<file path="config.mk">
export PLATFORM = sky130hd
export DESIGN_NAME = drcr_regs
export DESIGN_NICKNAME = d
export VERILOG_FILES = /design/src/drcr_pkg.sv /design/src/drcr_regs.sv
export SDC_FILE = /design/constraint.sdc
export NUM_CORES = 1
export LEC_CHECK = 0
export BUFFER_PORTS_ARGS = -buffer_cell sky130_fd_sc_hd__buf_2
export CORE_AREA = 2 2 53 55
export CTS_CLUSTER_DIAMETER = 100
export DETAILED_ROUTE_END_ITERATION = 10
export DIE_AREA = 0 0 55 57
export PLACE_DENSITY = 0.7
export SYNTH_ARGS = -nofsm -noshare
export SYNTH_HDL_FRONTEND = slang
export SYNTH_SLANG_ARGS = --single-unit
export TNS_END_PERCENT = 50
</file>
<file path="constraint.sdc">
create_clock -name clk -period 1.5 [get_ports clk]
set_input_delay 0.3 -clock clk [delete_from_list [all_inputs] [get_ports clk]]
set_output_delay 0.3 -clock clk [all_outputs]
set_load 0.01 [all_outputs]
</file>
<file path="src/drcr_pkg.sv">
// constants for the dual receiver control register slice
//
// Operation
// mode 0: lock only with active video
// mode 1: lock whenever linked to serializer
// raw back channel passes remote_io_zero unfiltered
// lane mode field selects auto/two/one lane
// second port select: write port1, read port1
// host clears second select before port0 reads
// first port select resets to one
// both selects set: reads return port1
// second select steers equalizer register to port1
// restart bit never self clears
// restart hits both ports always
// floor start needs floor override set
// active floor start begins from preset floor
// video off flag comes from serializer
// two lane status is read only link status
// reserved bits read zero, writes ignored
package drcr_pkg;
    // ************************************************************
    // register offsets
    // ************************************************************
    localparam logic [7:0] DRCR_ADDR_RX_CTL = 8'h34;
    localparam logic [7:0] DRCR_ADDR_EQ_TEST = 8'h35;
    // ************************************************************
    // receiver control fields
    // ************************************************************
    localparam int DRCR_BIT_LOCK_MODE = 6;
    localparam int DRCR_BIT_RAW_BC = 5;
    localparam int DRCR_LANE_HI = 4;
    localparam int DRCR_LANE_LO = 3;
    localparam int DRCR_BIT_PORT1 = 1;
    localparam int DRCR_BIT_PORT0 = 0;
    localparam logic [7:0] DRCR_RX_CTL_RESET = 8'h01;
    localparam logic [7:0] DRCR_RX_CTL_MASK = 8'h7B;
    // ************************************************************
    // equalizer test fields
    // ************************************************************
    localparam int DRCR_BIT_EQ_RESTART = 6;
    localparam int DRCR_BIT_FLOOR_OVR = 5;
    localparam int DRCR_BIT_FLOOR_START = 4;
    localparam logic [7:0] DRCR_EQ_RESET = 8'h00;
    localparam logic [7:0] DRCR_EQ_MASK = 8'h70;
    // ************************************************************
    // lane mode encodings
    // ************************************************************
    typedef enum logic [1:0] {
        DRCR_LANE_AUTO = 2'h0,
        DRCR_LANE_TWO = 2'h1,
        DRCR_LANE_ONE_PRI = 2'h2,
        DRCR_LANE_ONE_SEC = 2'h3
    } drcr_lane_t;
endpackage

</file>
<file path="src/drcr_regs.sv">
// dual receiver control and equalizer test registers with their effects
module drcr_regs (
    // clock and reset
    input wire logic clk,
    input wire logic reset,
    // register access from the i2c slave, primary address
    input wire logic reg_wr,
    input wire logic reg_rd,
    input wire logic [7:0] reg_addr,
    input wire logic [7:0] reg_wdata,
    output logic [7:0] reg_rdata,
    output logic reg_hit,
    // receiver core status
    input wire logic link_up,
    input wire logic fwd_video_off,
    input wire logic fwd_two_lane,
    output logic rx_lock,
    output logic two_lane_status,
    // back channel
    input wire logic remote_io_zero,
    input wire logic remote_io_zero_filtered,
    output logic back_channel_bit,
    // receiver mode and port steering
    output logic [1:0] serial_input_lane_mode,
    output logic port0_write_en,
    output logic port1_write_en,
    output logic read_port1,
    // equalizer controls, per port
    output logic eq0_restart,
    output logic eq1_restart,
    output logic eq0_floor_start,
    output logic eq1_floor_start
);
    // ************************************************************
    // storage
    // ************************************************************
    logic [7:0] rx_ctl; // receiver control, reserved bits held zero
    logic [7:0] eq_port0; // equalizer test copy for port 0
    logic [7:0] eq_port1; // equalizer test copy for port 1
    logic [7:0] rdata_q; // registered read data

    // ************************************************************
    // helpers
    // ************************************************************
    // floor start counts only while its override is also set
    function automatic logic floor_active(input logic [7:0] eq_reg);
        floor_active = eq_reg[drcr_pkg::DRCR_BIT_FLOOR_OVR] && eq_reg[drcr_pkg::DRCR_BIT_FLOOR_START];
    endfunction
    // restart bit of one equalizer copy; it holds until the host clears it
    function automatic logic restart_set(input logic [7:0] eq_reg);
        restart_set = eq_reg[drcr_pkg::DRCR_BIT_EQ_RESTART];
    endfunction

    // ************************************************************
    // decode
    // ************************************************************
    wire hit_ctl = (reg_addr == drcr_pkg::DRCR_ADDR_RX_CTL);
    wire hit_eq = (reg_addr == drcr_pkg::DRCR_ADDR_EQ_TEST);
    wire sel0 = rx_ctl[drcr_pkg::DRCR_BIT_PORT0];
    wire sel1 = rx_ctl[drcr_pkg::DRCR_BIT_PORT1];
    // second port select takes the equalizer copy
    wire wr_eq1 = reg_wr && hit_eq && sel1;
    wire wr_eq0 = reg_wr && hit_eq && sel0 && !sel1;
    // port1 wins on reads when both are selected
    wire [7:0] eq_view = sel1 ? eq_port1 : eq_port0;
    wire [7:0] next_rdata = hit_ctl ? rx_ctl : (hit_eq ? eq_view : 8'h00);

    // ************************************************************
    // control register; reset leaves port0 selected
    // ************************************************************
    always_ff @(posedge clk) begin
        if (reset) begin
            rx_ctl <= drcr_pkg::DRCR_RX_CTL_RESET;
        end else if (reg_wr && hit_ctl) begin
            rx_ctl <= reg_wdata & drcr_pkg::DRCR_RX_CTL_MASK;
        end
    end

    // ************************************************************
    // equalizer copies; restart bit is stored, never self cleared
    // ************************************************************
    always_ff @(posedge clk) begin
        if (reset) begin
            eq_port0 <= drcr_pkg::DRCR_EQ_RESET;
            eq_port1 <= drcr_pkg::DRCR_EQ_RESET;
        end else begin
            if (wr_eq0) begin
                eq_port0 <= reg_wdata & drcr_pkg::DRCR_EQ_MASK;
            end
            if (wr_eq1) begin
                eq_port1 <= reg_wdata & drcr_pkg::DRCR_EQ_MASK;
            end
        end
    end

    // ************************************************************
    // read data, held from the read strobe
    // ************************************************************
    always_ff @(posedge clk) begin
        if (reset) begin
            rdata_q <= 8'h00;
        end else if (reg_rd) begin
            rdata_q <= next_rdata;
        end
    end

    // ************************************************************
    // outputs
    // ************************************************************
    assign reg_rdata = rdata_q;
    assign reg_hit = hit_ctl || hit_eq;
    // mode 1 ignores video off, mode 0 needs active video
    assign rx_lock = link_up && (rx_ctl[drcr_pkg::DRCR_BIT_LOCK_MODE] || !fwd_video_off);
    // link status straight from the forward channel, not writable
    assign two_lane_status = fwd_two_lane;
    // raw mode bypasses the oversampling filter
    assign back_channel_bit = rx_ctl[drcr_pkg::DRCR_BIT_RAW_BC] ? remote_io_zero : remote_io_zero_filtered;
    assign serial_input_lane_mode = rx_ctl[drcr_pkg::DRCR_LANE_HI:drcr_pkg::DRCR_LANE_LO];
    // each set select enables its own copies; with both set both are written
    assign port0_write_en = reg_wr && sel0;
    assign port1_write_en = reg_wr && sel1;
    assign read_port1 = sel1;
    // either copy's restart bit restarts both ports
    wire restart_any = restart_set(eq_port0) || restart_set(eq_port1);
    assign eq0_restart = restart_any;
    assign eq1_restart = restart_any;
    // floor start gated by its override
    assign eq0_floor_start = floor_active(eq_port0);
    assign eq1_floor_start = floor_active(eq_port1);

    // ************************************************************
    // checks
    // ************************************************************
    property p_lock_mode0;
        @(posedge clk) disable iff (reset)
        (!rx_ctl[drcr_pkg::DRCR_BIT_LOCK_MODE] && fwd_video_off) |-> !rx_lock;
    endproperty
    a_lock_mode0: assert property (p_lock_mode0) else $error("lock with video off in mode 0");

    property p_lock_mode1;
        @(posedge clk) disable iff (reset)
        (rx_ctl[drcr_pkg::DRCR_BIT_LOCK_MODE] && link_up) |-> rx_lock;
    endproperty
    a_lock_mode1: assert property (p_lock_mode1) else $error("no lock while linked in mode 1");

    property p_raw_bc;
        @(posedge clk) disable iff (reset)
        rx_ctl[drcr_pkg::DRCR_BIT_RAW_BC] |-> (back_channel_bit == remote_io_zero);
    endproperty
    a_raw_bc: assert property (p_raw_bc) else $error("raw back channel not passed through");

    property p_lane_write;
        @(posedge clk) disable iff (reset)
        (reg_wr && hit_ctl) |=> (serial_input_lane_mode == $past(reg_wdata[drcr_pkg::DRCR_LANE_HI:drcr_pkg::DRCR_LANE_LO]));
    endproperty
    a_lane_write: assert property (p_lane_write) else $error("lane mode not written");

    property p_read_port1;
        @(posedge clk) disable iff (reset)
        (reg_rd && hit_eq && sel1 && !wr_eq1) |=> (reg_rdata == $past(eq_port1));
    endproperty
    a_read_port1: assert property (p_read_port1) else $error("port1 copy not read");

    property p_restart_hold;
        @(posedge clk) disable iff (reset)
        (eq_port1[drcr_pkg::DRCR_BIT_EQ_RESTART] && !wr_eq1) |=> eq_port1[drcr_pkg::DRCR_BIT_EQ_RESTART];
    endproperty
    a_restart_hold: assert property (p_restart_hold) else $error("restart cleared itself");

    property p_restart_both;
        @(posedge clk) disable iff (reset)
        eq0_restart |-> eq1_restart;
    endproperty
    a_restart_both: assert property (p_restart_both) else $error("restart not on both ports");

    property p_floor_gate;
        @(posedge clk) disable iff (reset)
        !eq_port0[drcr_pkg::DRCR_BIT_FLOOR_OVR] |-> !eq0_floor_start;
    endproperty
    a_floor_gate: assert property (p_floor_gate) else $error("floor start without override");

    property p_reserved;
        @(posedge clk) disable iff (reset)
        ((rx_ctl & ~drcr_pkg::DRCR_RX_CTL_MASK) == 8'h00) && ((eq_port0 & ~drcr_pkg::DRCR_EQ_MASK) == 8'h00)
        && ((eq_port1 & ~drcr_pkg::DRCR_EQ_MASK) == 8'h00);
    endproperty
    a_reserved: assert property (p_reserved) else $error("reserved bit set");

    property p_reset_sel0;
        @(posedge clk) $fell(reset) |-> sel0 && !sel1;
    endproperty
    a_reset_sel0: assert property (p_reset_sel0) else $error("port0 select not set at reset");

    property p_lock_mode0_on;
        @(posedge clk) disable iff (reset)
        (!rx_ctl[drcr_pkg::DRCR_BIT_LOCK_MODE] && link_up && !fwd_video_off) |-> rx_lock;
    endproperty
    a_lock_mode0_on: assert property (p_lock_mode0_on) else $error("no lock with active video in mode 0");

    property p_lock_unlinked;
        @(posedge clk) disable iff (reset)
        !link_up |-> !rx_lock;
    endproperty
    a_lock_unlinked: assert property (p_lock_unlinked) else $error("lock without link");

    property p_video_on;
        @(posedge clk) disable iff (reset)
        (link_up && !fwd_video_off) |-> rx_lock;
    endproperty
    a_video_on: assert property (p_video_on) else $error("no lock with link and video");

    property p_filtered_bc;
        @(posedge clk) disable iff (reset)
        !rx_ctl[drcr_pkg::DRCR_BIT_RAW_BC] |-> (back_channel_bit == remote_io_zero_filtered);
    endproperty
    a_filtered_bc: assert property (p_filtered_bc) else $error("filtered back channel not used");

    property p_lane_hold;
        @(posedge clk) disable iff (reset)
        !(reg_wr && hit_ctl) |=> $stable(serial_input_lane_mode);
    endproperty
    a_lane_hold: assert property (p_lane_hold) else $error("lane mode changed without write");

    property p_port1_write;
        @(posedge clk) disable iff (reset)
        (reg_wr && sel1) |-> port1_write_en;
    endproperty
    a_port1_write: assert property (p_port1_write) else $error("port1 copies not written");

    property p_port0_write;
        @(posedge clk) disable iff (reset)
        (reg_wr && sel0) |-> port0_write_en;
    endproperty
    a_port0_write: assert property (p_port0_write) else $error("port0 copies not written");

    property p_no_write_idle;
        @(posedge clk) disable iff (reset)
        !reg_wr |-> (!port0_write_en && !port1_write_en);
    endproperty
    a_no_write_idle: assert property (p_no_write_idle) else $error("write enable without strobe");

    property p_eq1_steer;
        @(posedge clk) disable iff (reset)
        (reg_wr && hit_eq && sel1) |=> $stable(eq_port0);
    endproperty
    a_eq1_steer: assert property (p_eq1_steer) else $error("port0 equalizer touched by port1 write");

    property p_eq1_written;
        @(posedge clk) disable iff (reset)
        (reg_wr && hit_eq && sel1) |=> (eq_port1 == ($past(reg_wdata) & drcr_pkg::DRCR_EQ_MASK));
    endproperty
    a_eq1_written: assert property (p_eq1_written) else $error("port1 equalizer not written");

    property p_eq0_written;
        @(posedge clk) disable iff (reset)
        (reg_wr && hit_eq && sel0 && !sel1) |=> (eq_port0 == ($past(reg_wdata) & drcr_pkg::DRCR_EQ_MASK));
    endproperty
    a_eq0_written: assert property (p_eq0_written) else $error("port0 equalizer not written");

    property p_read_port0;
        @(posedge clk) disable iff (reset)
        (reg_rd && hit_eq && sel0 && !sel1) |=> (reg_rdata == $past(eq_port0));
    endproperty
    a_read_port0: assert property (p_read_port0) else $error("port0 copy not read");

    property p_read_ctl;
        @(posedge clk) disable iff (reset)
        (reg_rd && hit_ctl) |=> (reg_rdata == $past(rx_ctl));
    endproperty
    a_read_ctl: assert property (p_read_ctl) else $error("shared control register not read");

    property p_read_unmapped;
        @(posedge clk) disable iff (reset)
        (reg_rd && !reg_hit) |=> (reg_rdata == 8'h00);
    endproperty
    a_read_unmapped: assert property (p_read_unmapped) else $error("unmapped read not zero");

    property p_restart_any;
        @(posedge clk) disable iff (reset)
        (restart_set(eq_port0) || restart_set(eq_port1)) |-> (eq0_restart && eq1_restart);
    endproperty
    a_restart_any: assert property (p_restart_any) else $error("restart missed a port");

    property p_restart_idle;
        @(posedge clk) disable iff (reset)
        !(restart_set(eq_port0) || restart_set(eq_port1)) |-> !(eq0_restart || eq1_restart);
    endproperty
    a_restart_idle: assert property (p_restart_idle) else $error("restart without restart bit");

    property p_restart_hold0;
        @(posedge clk) disable iff (reset)
        (eq_port0[drcr_pkg::DRCR_BIT_EQ_RESTART] && !wr_eq0) |=> eq_port0[drcr_pkg::DRCR_BIT_EQ_RESTART];
    endproperty
    a_restart_hold0: assert property (p_restart_hold0) else $error("port0 restart cleared itself");

    property p_floor_start1;
        @(posedge clk) disable iff (reset)
        (eq_port1[drcr_pkg::DRCR_BIT_FLOOR_OVR] && eq_port1[drcr_pkg::DRCR_BIT_FLOOR_START]) |-> eq1_floor_start;
    endproperty
    a_floor_start1: assert property (p_floor_start1) else $error("port1 floor start missing");

    property p_floor_gate1;
        @(posedge clk) disable iff (reset)
        !eq_port1[drcr_pkg::DRCR_BIT_FLOOR_OVR] |-> !eq1_floor_start;
    endproperty
    a_floor_gate1: assert property (p_floor_gate1) else $error("port1 floor start without override");

    property p_two_lane;
        @(posedge clk) disable iff (reset)
        two_lane_status == fwd_two_lane;
    endproperty
    a_two_lane: assert property (p_two_lane) else $error("two lane status not from link");
endmodule

</file>
==> results.txt, run 1 <==
----------------------------------------------------
[Run status]
  Status ... finished, final reports clean

[Power]
  Combinational share of power ... 10.7%
  Maximum VDD drop ... 0.000407 V
  Fraction of power consumed by sequential logic ... 59.8%
  Cell Pwr Density ... 659 nW/µm²
  Switching power total ... 0.000183 W
  Switching power as a share of total power ... 22.9%
  Clock network fraction of total power ... 29.4%
  Int Power ... 0.000616 W
  Reported leakage power ... 0.583 nW

[Global route]
  Global route total overflow ... 0
  Wire length of the first global-routing pass ... 3210 µm
  Top Usage Layer GRT ... met2
  Total Routing Usage GR ... 13.6%
  Met1 usage ... 20.1%
  M3 GR Usage ... 3.14%
  Via count of the first global-routing pass ... 746
  Met2 usage ... 20.1%
  Pin count of the biggest net entering global routing ... 26
  Initial antenna violation count ... 0

[Route]
  Count of TritonRoute iterations in the first routing pass ... 4
  Number of vias per cell ... 4.77
  Wirelength per Cell ... 11.7 µm
  Detailed-route wire length ... 2010 µm
  DRC violation total after the first TritonRoute iteration ... 6
  Count of unresolved DRC violations after routing ... 0
  Number of routed nets with antenna violations ... 0
  Vias ... 816

[Setup path]
  Worst Setup Start Kind ... input port
  Worst path cell trace ... buf_6 > or4b_4 > buf_4 > or4_1 > a21oi_1
  Slowest library cell on the worst path ... or4b_4
  Largest fanout of any net on the critical path ... 4
  Data required, critical path ... 1720 ps
  Kind of cell adding the most delay to the critical path ... simple AND/OR/NAND/NOR gates
  Crit-path max cell delay ... 550 ps
  Kind of critical path ... input port to flop
  Arrival time of the worst setup path ... 1720 ps
  Buffer and inverter count on the worst path ... 2
  Endpoint class of the critical path ... flop

[Final layout]
  Commonest non-fill, non-tap cells in the layout ... buf_2 (38), nand2b_1 (19), dfxtp_1 (17)
  Number of antenna cells inserted ... 0
  Area taken by flip-flops and latches ... 362 µm²
  Number of filler instances in the final layout ... 260
  Post-route cell area ... 1210 µm²
  Core utilization of the finished layout ... 46.4%
  Layout-stage area growth over the synthesis result ... 25.7%
  Leading cell type in the layout, fill and taps excluded ... buf_2
  Area of the multi-input gates ... 536 µm²
  Fraction of layout instances using a drive strength above 1 ... 40.0%
  Final layout net count ... 167

[Clock network]
  H-tree lvl count ... 1
  CTS tree ... built
  Total clock buffers created by CTS ... 3
  Number of buffers between clock root and the deepest sink ... 2
  Clock network latency to the later pin of the worst-skew pair ... 280 ps
  Clock transition at path regs ... 100 ps
  Clock root buffer ... clkbuf_4
  Hold Buf Count CTS ... 0
  TritonCTS Sinks ... 18

[Place]
  Estimated wirelength of the detail-placed design ... 1570 µm
  Instance area after placement ... 1170 µm²
  Routability Congestion ... 0.772
  Number of buffer cells added on primary ports ... 39

[Timing]
  Share of the cycle needed by the critical path after routing ... 99.8%
  Final Setup Violations ... 0
  Max Slew Vio Count ... 0
  Period minus WS final ... 1500 ps
  Final count of hold timing violations ... 0
  Setup total negative slack ... 0 ps
  Maximum clock rate ... 668 MHz
  RSZ-0062 raised after global routing ... no
  Worst setup skew after layout ... 2.77 ps

[Yosys]
  Async set-or-reset flop fraction in the synthesized netlist ... 0%
  Number of different library cells in the post-synthesis netlist ... 25
  Mean cell area of the mapped netlist ... 9.37 µm²
  Post-synthesis cell area ... 965 µm²
  Main synth FF type ... dfxtp_1
  Seq cells post-synth ... 18
  Portion of synthesized cell area occupied by the leading cell type ... 37.4%
  Synth top area cells ... dfxtp_1 (37%), mux2i_1 (16%), nand2b_1 (12%), buf_4 (4.7%), mux2_2 (4.7%)
  Proportion of synthesized chip area in sequential cells ... 37.4%
  Number of synthesized flops with an enable pin ... 0
  Gate Count Post-Synth ... 103
  Dominant cell type by area after synthesis ... dfxtp_1
  Warnings from Yosys ... 0

[Floorplan]
  Initial cell density of the core ... 36.9%
  Number of ports placed on the die boundary ... 46
  Core Area ... 2620 µm²
  Total number of placement rows ... 19
  Die width ... 55 µm
  Overall die height ... 57 µm
  Die Area ... 3140 µm²

[Job]
  Maxcap violations ... 0

[Worst hold path]
  Path class of the lowest-slack min-delay path ... input port to flop

----------------------------------------------------
-- power groups by stage --
| stage | Sequential, W | Clock [W] | Combinational, W |
|---|---|---|---|
| floorplan | 0.000489 | 0 | 0.0000503 |
| global placement | 0.000489 | 0 | 0.0000812 |
| detailed placement | 0.000489 | 0 | 0.0000838 |
| CTS | 0.000478 | 0.000243 | 0.0000866 |
| global route | 0.000479 | 0.000270 | 0.0000957 |
| finish | 0.000478 | 0.000235 | 0.0000859 |
-- path summary, 6_finish.rpt --
| check | from | to | slack [ps] | cells after the start |
|---|---|---|---|---|
| worst min-delay path | reg_wdata[1] | rx_ctl[1]$_SDFFE_PP0P_ | 260 | 3 |
| worst max register to register | rx_ctl[1]$_SDFFE_PP0P_ | reg_rdata[5]$_SDFFE_PP0P_ | 200 | 3 |
| worst min register to register | reg_rdata[4]$_SDFFE_PP0P_ | reg_rdata[4]$_SDFFE_PP0P_ | 480 | 2 |
| worst max-delay path | reg_addr[6] | reg_rdata[1]$_SDFFE_PP0P_ | 3 | 5 |
-- final cells by class --
type / instances / share of cell area (%)
Multi-Input combinational cell: 71 / 44.2
Tap cell: 31 / 3.20
Sequential cell: 18 / 29.8
Clock buffer: 3 / 1.86
Inverter: 4 / 1.24
Timing Repair Buffer: 44 / 19.7
-- tightest hold or removal path, stage by stage --
cell	delay [ps]
buf_2	100
nand2b_1	50
mux2i_1	60
-- logic make-up (layout without fill, tap and decap cells) --
group           count (synthesis)  after routing  share of synthesized area, %
simple gates                   43             43                          28.7
mux                            19             19                          20.2
flops                          18             18                          37.4
compound gates                  7              7                          5.06
buf+inv                        15             51                          8.30
other cells                     1              2                         0.389
-- sequential cells by signal, summed over array words and instances (netlist names) --
register	cells
eq_port0	3
eq_port1	3
reg_rdata	6
rx_ctl	6
-- timing repair --
action | in CTS | in global routing
setup buffers | 1 | 0
endpoints found under the setup margin | 1 | 1
hold endpoints to repair | 0 | 0
cloned | 0 | 0
gates resized for setup | 2 | 1
pin swaps | 3 | 0
-- metrics by stage --
stage | worst slack, ps | hold WS (ps) | instances | total power [W]
after CTS | 16.4 | 257 | 171 | 0.000808
after detailed placement | -200 | 463 | 167 | 0.000573
after global routing | 0.400 | 260 | 171 | 0.000844
final | 3.33 | 260 | 171 | 0.000799
after floorplan | -43.0 | 452 | 104 | 0.000539
after global placement | -185 | 458 | 167 | 0.000570
-- routing by layer --
metal	up-vias	part of all wire, %
li1	424	-
met4	0	0.40
met2	28	45
met3	2	8.0
met1	362	47
met5	-	0
-- synthesized netlist by cell type, types with 2 or more instances --
master	n
nand2_1	3
mux2i_1	15
a21oi_1	3
nand4b_1	2
mux2_2	4
nor2_1	3
inv_1	4
dfxtp_1	18
clkbuf_1	4
nand3_1	2
and2_1	4
buf_4	6
o32ai_1	3
nand2b_1	19
or4_1	3
No activity file was read; power rests on OpenSTA's default activity.
==> run 2: changes to the inputs <==
--- a/config.mk
+++ b/config.mk
@@ -11,6 +11,7 @@
 export DETAILED_ROUTE_END_ITERATION = 10
 export DIE_AREA = 0 0 55 57
 export PLACE_DENSITY = 0.7
+export SETUP_SLACK_MARGIN = 0.05
 export SYNTH_ARGS = -nofsm -noshare
 export SYNTH_HDL_FRONTEND = slang
 export SYNTH_SLANG_ARGS = --single-unit
==> constraint.sdc (replaced) <==
create_clock -name clk -period 1.2 [get_ports clk]
set_input_delay 0.24 -clock clk [delete_from_list [all_inputs] [get_ports clk]]
set_output_delay 0.24 -clock clk [all_outputs]
set_load 0.01 [all_outputs]
==> results.txt, run 2 (same netlist as run 1, synthesis figures left out) <==
----------------------------------------------------
[Run status]
  Status ... finished, violations left
  Violations in the final reports ... setup timing

[Timing]
  Maximum clock rate ... 745 MHz
  Worst setup skew after layout ... 0.925 ps
  Period minus WS final ... 1340 ps
  Setup total negative slack ... -833 ps
  RSZ-0062 raised after global routing ... yes
  Share of the cycle needed by the critical path after routing ... 112%
  Final count of hold timing violations ... 0
  Final Setup Violations ... 11
  Max Slew Vio Count ... 0
  Setup slack of the critical path after layout ... -143 ps

[Final layout]
  Final layout net count ... 179
  Fraction of layout instances using a drive strength above 1 ... 53.6%
  Layout-stage area growth over the synthesis result ... 49.4%
  Commonest non-fill, non-tap cells in the layout ... buf_2 (30), nand2b_1 (19), mux2i_1 (15)
  Number of antenna cells inserted ... 0
  Leading cell type in the layout, fill and taps excluded ... buf_2
  Core utilization of the finished layout ... 55.1%

[Clock network]
  H-tree lvl count ... 1
  Clock network latency to the later pin of the worst-skew pair ... 280 ps
  Hold Buf Count CTS ... 0
  Clock transition at path regs ... 100 ps
  TritonCTS Sinks ... 18
  CTS tree ... built
  Clock root buffer ... clkbuf_4
  Total clock buffers created by CTS ... 3
  Number of buffers between clock root and the deepest sink ... 2

[Route]
  Count of TritonRoute iterations in the first routing pass ... 4
  Count of unresolved DRC violations after routing ... 0
  DRC violation total after the first TritonRoute iteration ... 9
  Wirelength per Cell ... 13.1 µm
  Number of routed nets with antenna violations ... 0
  Number of vias per cell ... 4.86
  Detailed-route wire length ... 2410 µm
  Vias ... 894

[Floorplan]
  Number of ports placed on the die boundary ... 46
  Core Area ... 2620 µm²
  Overall die height ... 57 µm
  Die width ... 55 µm
  Die Area ... 3140 µm²
  Initial cell density of the core ... 36.9%
  Total number of placement rows ... 19

[Global route]
  Initial antenna violation count ... 0
  Wire length of the first global-routing pass ... 4060 µm
  Total Routing Usage GR ... 17.2%
  Global route total overflow ... 0
  Pin count of the biggest net entering global routing ... 26
  Via count of the first global-routing pass ... 932

[Power]
  Reported leakage power ... 0.697 nW
  Cell Pwr Density ... 770 nW/µm²
  Maximum VDD drop ... 0.000561 V

[Setup path]
  Endpoint class of the critical path ... flop
  Largest fanout of any net on the critical path ... 3
  Arrival time of the worst setup path ... 1560 ps
  Worst Setup Start Kind ... input port
  Flop-to-flop setup slack ... -10 ps
  Data required, critical path ... 1420 ps
  Kind of critical path ... input port to flop

[Place]
  Estimated wirelength of the detail-placed design ... 1740 µm
  Routability Congestion ... 0.783
  Number of buffer cells added on primary ports ... 39

[Worst hold path]
  Path class of the lowest-slack min-delay path ... input port to flop

[Job]
  Maxcap violations ... 0

----------------------------------------------------
==> run 2: cell types whose count changed in the layout (fill, tap and decap cells not counted), moves of 3 or more <==
cell | before | now
mux2_4 | 0 | 3
dfxtp_1 | 17 | 10
and2_1 | 4 | 1
buf_2 | 38 | 30
buf_4 | 5 | 13
mux2_2 | 4 | 1
and2_4 | 0 | 3
dfxtp_2 | 1 | 8
buf_6 | 1 | 13
==> run 2: final timing paths <==
check / start / cells past startpoint / end
worst max register to register: rx_ctl[1]$_SDFFE_PP0P_ / 4 / reg_rdata[1]$_SDFFE_PP0P_
worst min register to register: reg_rdata[4]$_SDFFE_PP0P_ / 2 / reg_rdata[4]$_SDFFE_PP0P_
worst max-delay path: reg_addr[6] / 5 / reg_rdata[0]$_SDFFE_PP0P_
worst min-delay path: reg_wdata[1] / 3 / rx_ctl[1]$_SDFFE_PP0P_
==> run 2: stage by stage <==
stage	instance area, µm²	total power, W	worst slack, ps	hold slack, ps	std cells
after floorplan	988	0.000676	-176	392	104
after global placement	1240	0.000732	-308	459	174
after detailed placement	1240	0.000735	-346	465	174
after CTS	1370	0.00111	-145	198	183
after global routing	1440	0.00116	-184	211	184
final	1440	0.00111	-143	198	184
==> run 2: final cells by class <==
class,count,area [µm²]
tap,31,38.8
inverter,4,15.0
clock buffer,4,36.3
fill,237,1170
sequential,18,370
timing repair buffer,56,394
multi-input combinational,71,587
==> run 2: critical path, cell delays in order <==
cell	delay [ps]
buf_6	90
or4b_4	550
buf_6	140
or4_1	400
a21oi_1	140
==> run 2: report_power, final <==
| part | internal [W] | switching [W] | total (W) |
|---|---|---|---|
| clock | 0.000184 | 0.000184 | 0.000369 |
| sequential | 0.000597 | 0.000000297 | 0.000597 |
| combinational | 0.0000803 | 0.0000641 | 0.000144 |
==> run 2: what timing repair did <==
| action | in CTS | in global routing |
|---|---|---|
| buffers inserted | 5 | 2 |
| setup endpoints to repair | 17 | 28 |
| pin swaps | 5 | 6 |
| gates resized for setup | 18 | 15 |
| hold endpoints to repair | 0 | 0 |
==> run 2: layer usage <==
metal	up-vias	global-route usage, %	wire length (µm)
met4	0	2.44	13
met3	2	2.36	97
met2	17	31.8	1350
met5	-	0	0
li1	450	-	-
met1	425	21.0	951
